--- config.mk ---
export PLATFORM = sky130hd
export DESIGN_NAME = pfts_trace_status
export DESIGN_NICKNAME = d
export VERILOG_FILES = /design/src/inc/pfts_pkg.sv /design/src/design/pfts_trace_status.sv
export SDC_FILE = /design/constraint.sdc
export NUM_CORES = 1
export LEC_CHECK = 0
export ABC_CLOCK_PERIOD_IN_PS = 4100
export BUFFER_PORTS_ARGS = -buffer_cell sky130_fd_sc_hd__buf_4
export CAP_MARGIN = 20
export CORE_ASPECT_RATIO = 1.1
export CORE_MARGIN = 3
export CORE_UTILIZATION = 45
export CTS_CLUSTER_DIAMETER = 60
export CTS_CLUSTER_SIZE = 8
export DETAILED_ROUTE_END_ITERATION = 16
export PLACE_DENSITY = 0.83
export SETUP_SLACK_MARGIN = 0.2
export SYNTH_ARGS = -nofsm -noshare
export SYNTH_HDL_FRONTEND = slang
export SYNTH_SLANG_ARGS = --single-unit
--- constraint.sdc ---
create_clock -name core_clk_in -period 4.1 [get_ports core_clk_in]
set_input_delay 0.41 -clock core_clk_in [delete_from_list [all_inputs] [get_ports core_clk_in]]
set_output_delay 0.41 -clock core_clk_in [all_outputs]
set_load 0.05 [all_outputs]
--- src/inc/pfts_pkg.sv ---
// Notes on behaviour
// - Queue status carries type or flush count
// - Codes 000-011 are type, then type again
// - Exception 100, direct 110, 111: flush follows
// - Indirect and context changers use 101, flush follows
// - Flush codes 000-101 count zero to five
// - Only 111 may replace expected flush count
// - History bus 00/01/10 counts buffer flushes
// - History code 11 only means debug mode
// - Debug mode holds 000 and 11
// - Sync change in debug reported first on exit
// - Otherwise first report after debug is 101
// - First fetch after debug carries trace attribute
// - Address type bit shows instruction or data
// - Write/read low marks indirect internal show fetch
// - Cycle type bus gives bus cycle type
// - Indirect external miss uses cycle type 0001
// - Attributed fetches drive address type high
package pfts_pkg;
  localparam logic [2:0] QS_NONE = 3'h0;
  localparam logic [2:0] QS_SEQ = 3'h1;
  localparam logic [2:0] QS_BNT = 3'h2;
  localparam logic [2:0] QS_SYNC = 3'h3;
  localparam logic [2:0] QS_EXC = 3'h4;
  localparam logic [2:0] QS_IND = 3'h5;
  localparam logic [2:0] QS_DIR = 3'h6;
  localparam logic [2:0] QS_BNT_FL = 3'h7;
  localparam logic [2:0] QS_FLUSH_MAX = 3'h5;
  localparam logic [1:0] HS_MAX = 2'h2;
  localparam logic [1:0] HS_DEBUG = 2'h3;
  localparam logic [3:0] CT_IDLE = 4'h0;
  localparam logic [3:0] CT_IND_EXT = 4'h1;
  localparam logic [11:0] ADDR_CTRL = 12'h000;
  localparam logic [11:0] ADDR_STAT = 12'h004;
  localparam int CTRL_SYNC_BIT = 0;
  localparam logic CTRL_SYNC_RESET = 1'b0;

  typedef enum logic [2:0] {
    FK_NONE, FK_SEQ, FK_BNT, FK_EXC, FK_IND, FK_DIR
  } pfts_fetch_kind_t;

  typedef struct packed {
    logic fetch_valid;
    pfts_fetch_kind_t kind;
    logic [2:0] flush_count;
    logic [1:0] hist_flush;
    logic debug_mode;
  } pfts_core_t;

  typedef struct packed {
    logic valid;
    logic instr;
    logic write;
    logic ext_miss;
    logic indirect;
    logic [3:0] code;
  } pfts_bus_t;

  typedef struct packed {
    logic [2:0] queue_status_bus;
    logic [1:0] history_status_bus;
    logic address_type_bit;
    logic wr_n;
    logic [3:0] cycle_type_bus;
  } pfts_pins_t;

  typedef struct packed {
    pfts_pins_t pins;
    logic expect_flush;
    logic sync_pend;
    logic exit_pend;
    logic mark_next;
    logic sync_prev;
    logic ctrl_sync;
    logic [31:0] prdata;
    logic pready;
    logic pslverr;
  } pfts_state_t;
endpackage

--- src/design/pfts_trace_status.sv ---
`timescale 1ns/1ps
`default_nettype none
module pfts_trace_status
  import pfts_pkg::*;
(
  input wire logic core_clk_in,
  input wire logic rstn_in,
  input wire logic psel_in,
  input wire logic penable_in,
  input wire logic pwrite_in,
  input wire logic [11:0] paddr_in,
  input wire logic [31:0] pwdata_in,
  input wire pfts_core_t core_in,
  input wire pfts_bus_t bus_in,
  output logic [31:0] prdata_out,
  output logic pready_out,
  output logic pslverr_out,
  output pfts_pins_t pins_out
);
  pfts_state_t q;
  pfts_state_t d;
  logic sync_chg;
  logic attr;
  logic s_type_ok;

  // Fetch kinds that set a mark in the type slot; used by checks only
  assign s_type_ok = core_in.kind == FK_EXC || core_in.kind == FK_IND;

  always_comb begin
    d = q;
    // Trace-sync is a software bit; any edge must reach the queue bus
    sync_chg = q.ctrl_sync != q.sync_prev;
    d.sync_prev = q.ctrl_sync;
    if (sync_chg) begin
      d.sync_pend = 1'b1;
    end
    // Bus cycle marking; clear first so a new mark set below wins
    attr = bus_in.valid && bus_in.instr && (bus_in.indirect || q.mark_next);
    if (bus_in.valid) begin
      d.pins.address_type_bit = bus_in.instr;
      if (attr && bus_in.ext_miss) begin
        d.pins.cycle_type_bus = CT_IND_EXT;
      end else begin
        d.pins.cycle_type_bus = bus_in.code;
      end
      if (bus_in.instr) begin
        d.pins.wr_n = !(attr && !bus_in.ext_miss);
        d.mark_next = 1'b0;
      end else begin
        d.pins.wr_n = !bus_in.write;
      end
    end else begin
      d.pins.address_type_bit = 1'b0;
      d.pins.cycle_type_bus = CT_IDLE;
      d.pins.wr_n = 1'b1;
    end
    // History flushes saturate at two; 11 is kept for debug
    if (core_in.hist_flush > HS_MAX) begin
      d.pins.history_status_bus = HS_MAX;
    end else begin
      d.pins.history_status_bus = core_in.hist_flush;
    end
    // One report every clock
    if (core_in.debug_mode) begin
      d.pins.queue_status_bus = QS_NONE;
      d.pins.history_status_bus = HS_DEBUG;
      d.exit_pend = 1'b1;
      d.expect_flush = 1'b0;
    end else if (q.exit_pend) begin
      d.exit_pend = 1'b0;
      d.mark_next = 1'b1;
      if (q.sync_pend || sync_chg) begin
        d.pins.queue_status_bus = QS_SYNC;
        d.expect_flush = 1'b0;
      end else begin
        d.pins.queue_status_bus = QS_IND;
        d.expect_flush = 1'b1;
      end
      d.sync_pend = 1'b0;
    end else if (q.expect_flush) begin
      if (core_in.fetch_valid && core_in.kind == FK_BNT) begin
        d.pins.queue_status_bus = QS_BNT_FL;
        d.expect_flush = 1'b1;
      end else begin
        if (core_in.flush_count > QS_FLUSH_MAX) begin
          d.pins.queue_status_bus = QS_FLUSH_MAX;
        end else begin
          d.pins.queue_status_bus = core_in.flush_count;
        end
        d.expect_flush = 1'b0;
      end
    end else if (q.sync_pend) begin
      // Sync change takes the type slot; the fetch type is lost
      d.pins.queue_status_bus = QS_SYNC;
      d.sync_pend = sync_chg;
      d.mark_next = 1'b1;
    end else if (core_in.fetch_valid) begin
      case (core_in.kind)
        FK_SEQ: d.pins.queue_status_bus = QS_SEQ;
        FK_BNT: d.pins.queue_status_bus = QS_BNT;
        FK_EXC: d.pins.queue_status_bus = QS_EXC;
        FK_IND: d.pins.queue_status_bus = QS_IND;
        FK_DIR: d.pins.queue_status_bus = QS_DIR;
        default: d.pins.queue_status_bus = QS_NONE;
      endcase
      d.expect_flush = d.pins.queue_status_bus[2];
      if (core_in.kind == FK_EXC || core_in.kind == FK_IND) begin
        d.mark_next = 1'b1;
      end
    end else begin
      d.pins.queue_status_bus = QS_NONE;
    end
    // APB slave: answer one cycle after setup
    d.pready = psel_in && !penable_in && !q.pready;
    if (psel_in && !penable_in && !q.pready) begin
      d.pslverr = 1'b0;
      if (paddr_in == ADDR_CTRL) begin
        d.prdata = {31'h0, q.ctrl_sync};
      end else if (paddr_in == ADDR_STAT) begin
        d.prdata = {17'h0, q.exit_pend, q.expect_flush, q.sync_pend,
                    q.mark_next, q.pins};
      end else begin
        d.prdata = 32'h0;
        d.pslverr = 1'b1;
      end
    end else if (!q.pready) begin
      d.pslverr = 1'b0;
    end
    if (psel_in && penable_in && q.pready && pwrite_in && !q.pslverr &&
        paddr_in == ADDR_CTRL) begin
      d.ctrl_sync = pwdata_in[CTRL_SYNC_BIT];
    end
  end

  always_ff @(posedge core_clk_in or negedge rstn_in) begin
    if (!rstn_in) begin
      q <= '0;
      q.pins.wr_n <= 1'b1;
      q.ctrl_sync <= CTRL_SYNC_RESET;
      q.sync_prev <= CTRL_SYNC_RESET;
    end else begin
      q <= d;
    end
  end

  assign prdata_out = q.prdata;
  assign pready_out = q.pready;
  assign pslverr_out = q.pslverr;
  assign pins_out = q.pins;
endmodule // pfts_trace_status
`default_nettype wire

==> results.toml <==
[run_status]
outcome = "finished clean"

[setup_path]
cp_cell_sequence = "nor2_1 > nand2_1 > inv_2 > and4_1 > a22o_1"
cp-end-kind = "register"
worstPathRequired_ns = 4.31
path_buf_inv = 1
cp_top_family = "simple AND/OR/NAND/NOR gates"
max_stage_delay_ns = 0.53
slowest_stage = "and4_1"
cp_max_fo = 17
cp.arrival_ns = 2.10
worstSetupPathType = "register to register"
critPathLaunchType = "register"

[synth]
synth_seq_cells = 34
yosys.cell_count.top_type = "buf_4"
yosys-top-cells-area = "dfrtp_1 (45%), buf_4 (18%), a22o_1 (7.2%), nand2b_1 (1.7%), o21a_1 (1.6%)"
synth-edff-count = 0
synth_seq_area_share_pct = 46.68
synthTopCellsByCount = "buf_4 (44), dfrtp_1 (33), a22o_1 (15)"
ys.flop_type = "dfrtp_1"
netlist_instances = 165
synth_top_area_share_pct = 45.24
synth_top_cell_by_area = "dfrtp_1"
syn_area_um2 = 1826
synth_cell_types = 45
yosysWarnings = 0
async_flop_share_pct = 100.0
syn_area_per_cell_um2 = 11.06

[cts]
ctsHtreeMaxLevel = 2
clockRootBuffer = "clkbuf_8"
cts_sinks = 34
clk_latency_ns = 0.28
cts_buffer_depth = 2
cts_hold_buf = 0
cts_tree = "done"
cts_buffers = 5
clk_pin_slew_ns = 0.07
post_cts_buffers = 0
ctsResizeCount = 0

[floorplanning]
rows = 23
start_util_pct = 48.42
coreArea_um2 = 3770
dieArea_um2 = 4858
num_io_pins = 113
dieWidth_um = 66.73
die_y_um = 72.80

[placement]
io_buffers = 64
dp_cells = 248
globalplace.congestion = 0.8035
dpl.hpwl_mm = 2.728

[sta]
setup_violations = 0
worstMarginPinSlew_ns = 0.5901
max_clock_freq_ghz = 0.5297
maxSlewViolCount = 0
rsz0062_at_grt = "no"
period_minus_slack_ns = 1.888
fin_crit_sh_pct = 46.04
finalSetupTns_ns = 0
hold_violations = 0
max_slew_margin_pct = 60.57
finClkSkew_ns = 0.005063

[drt]
viasPerCell = 4.914
wire_per_inst_um = 13.60
ant_nets = 0
drt_wl_total_mm = 3.482
drt-initial-drc-count = 94
drc = 0
vias = 1258
drt_first_pass_iters = 4

[finish]
antenna_cells = 0
drive_gt1_share_pct = 39.32
instances_no_fill = 256
final_util_pct = 57.48
area_growth_pct = 18.71
fillers = 344
final_nets = 274

[global_route]
grt_pass1_vias = 1193
grt_usage_pct = 14.70
overflow = 0
antenna_found_initial = 0
grt_max_degree = 35
grt_first_pass_wirelength_mm = 5.402

[power_and_ir_drop]
ir_drop_uv = 119.9
power_leakage_nw = 1.142
pwr_density_cell_nw_per_um2 = 346.2

[hold_path]
min_path_type = "input port to async pin"

[job]
cap_violations = 0
stage by stage:
step	hold WS, ns	cell area, µm²	setup slack (ns)	total power, mW
6_report	0.06275	2167	2.212	0.7503
3_3_place_gp	0.3684	2076	2.135	0.5082
5_1_grt	0.09250	2167	2.061	0.7803
4_1_cts	0.07013	2167	2.192	0.7548
3_5_place_dp	0.3685	2076	2.105	0.5106
2_1_floorplan	0.1144	1886	2.330	0.4743
cells in the final DEF (no fill, tap or decap), drive strengths merged:
cell type / netlist / layout
a211oi: 1 / 1
a21boi: 2 / 2
a21o: 2 / 2
a21oi: 3 / 3
a22o: 15 / 15
a2bb2oi: 1 / 1
a311o: 1 / 1
and2: 1 / 1
and3: 3 / 3
and4: 1 / 1
buf: 45 / 64
clkbuf: 2 / 7
clkinv: 0 / 1
conb: 1 / 17
dfrtp: 33 / 33
dfstp: 1 / 1
ha: 1 / 1
inv: 6 / 6
mux2: 2 / 2
mux2i: 1 / 1
nand2: 5 / 5
nand2b: 5 / 5
nand3b: 2 / 2
nand4: 1 / 1
nor2: 4 / 4
nor2b: 2 / 2
nor3: 1 / 1
nor4: 2 / 2
nor4bb: 2 / 2
o211ai: 2 / 2
o21a: 4 / 4
o21ai: 4 / 4
o22ai: 1 / 1
o311ai: 1 / 1
o31ai: 1 / 1
o32ai: 1 / 1
or2: 2 / 2
or4: 1 / 1
xor2: 2 / 2
layout make-up:
cell class | instances | area (µm²) | share of cell area, %
sequential | 34 | 852.1 | 39.32
tap | 50 | 62.56 | 2.887
timing repair buffer | 64 | 480.5 | 22.17
clock buffer | 7 | 86.33 | 3.984
clock inverter | 1 | 5.005 | 0.2309
inverter | 6 | 22.52 | 1.039
multi-input combinational | 94 | 658.1 | 30.37
worst paths after layout:
| kind | depth (start not counted) | slack, ns | start | endpoint |
|---|---|---|---|---|
| worst max-delay path | 5 | 2.21 | pready_out | prdata_out[12] |
| worst min-delay path | 1 | 0.06 | rstn_in | prdata_out[14] |
| worst max register to register | 5 | 2.21 | pready_out | prdata_out[12] |
| worst min register to register | 0 | 0.47 | d[35] | q[35] |
| max in group asynchronous | 1 | 3.71 | rstn_in | pins_out[4] |
| min in group core_clk_in | 2 | 0.28 | bus_in[8] | pins_out[4] |
state kept, by name, indices dropped and copies added (netlist names):
register	count
prdata_out	15
pslverr_out	1
pready_out	1
d	1
pins_out	11
q	5
metal layers:
metal	track usage, %	routed length [µm]
met3	2.465	261
met5	0	0
met2	26.10	1855
met4	6.772	57
met1	17.08	1307
power by group:
part           internal [mW]  switching (mW)
combinational         0.0491          0.0990
sequential             0.346         0.00909
clock                  0.135           0.111
total                  0.531           0.219
cells by family (layout without fill, tap and decap cells):
family | after synthesis | in the layout | share of synthesized area, %
AO/OA/AOI/OAI | 39 | 39 | 16.38
XOR/XNOR | 2 | 2 | 0.9597
adder cells (fa/ha/maj) | 1 | 1 | 0.6853
buffers and inverters | 53 | 78 | 20.56
flip-flops | 34 | 34 | 46.68
multiplexers | 3 | 3 | 1.782
other | 1 | 17 | 0.2054
AND/OR/NAND/NOR | 32 | 32 | 12.75
worst reg2reg max path: stages, from the launching register on:
cell and delay (ns):
dfrtp_1 0.40, nor2_1 0.12, nand2_1 0.36, inv_2 0.17
and4_1 0.53, a22o_1 0.23
(Power assumes the default switching activity.)
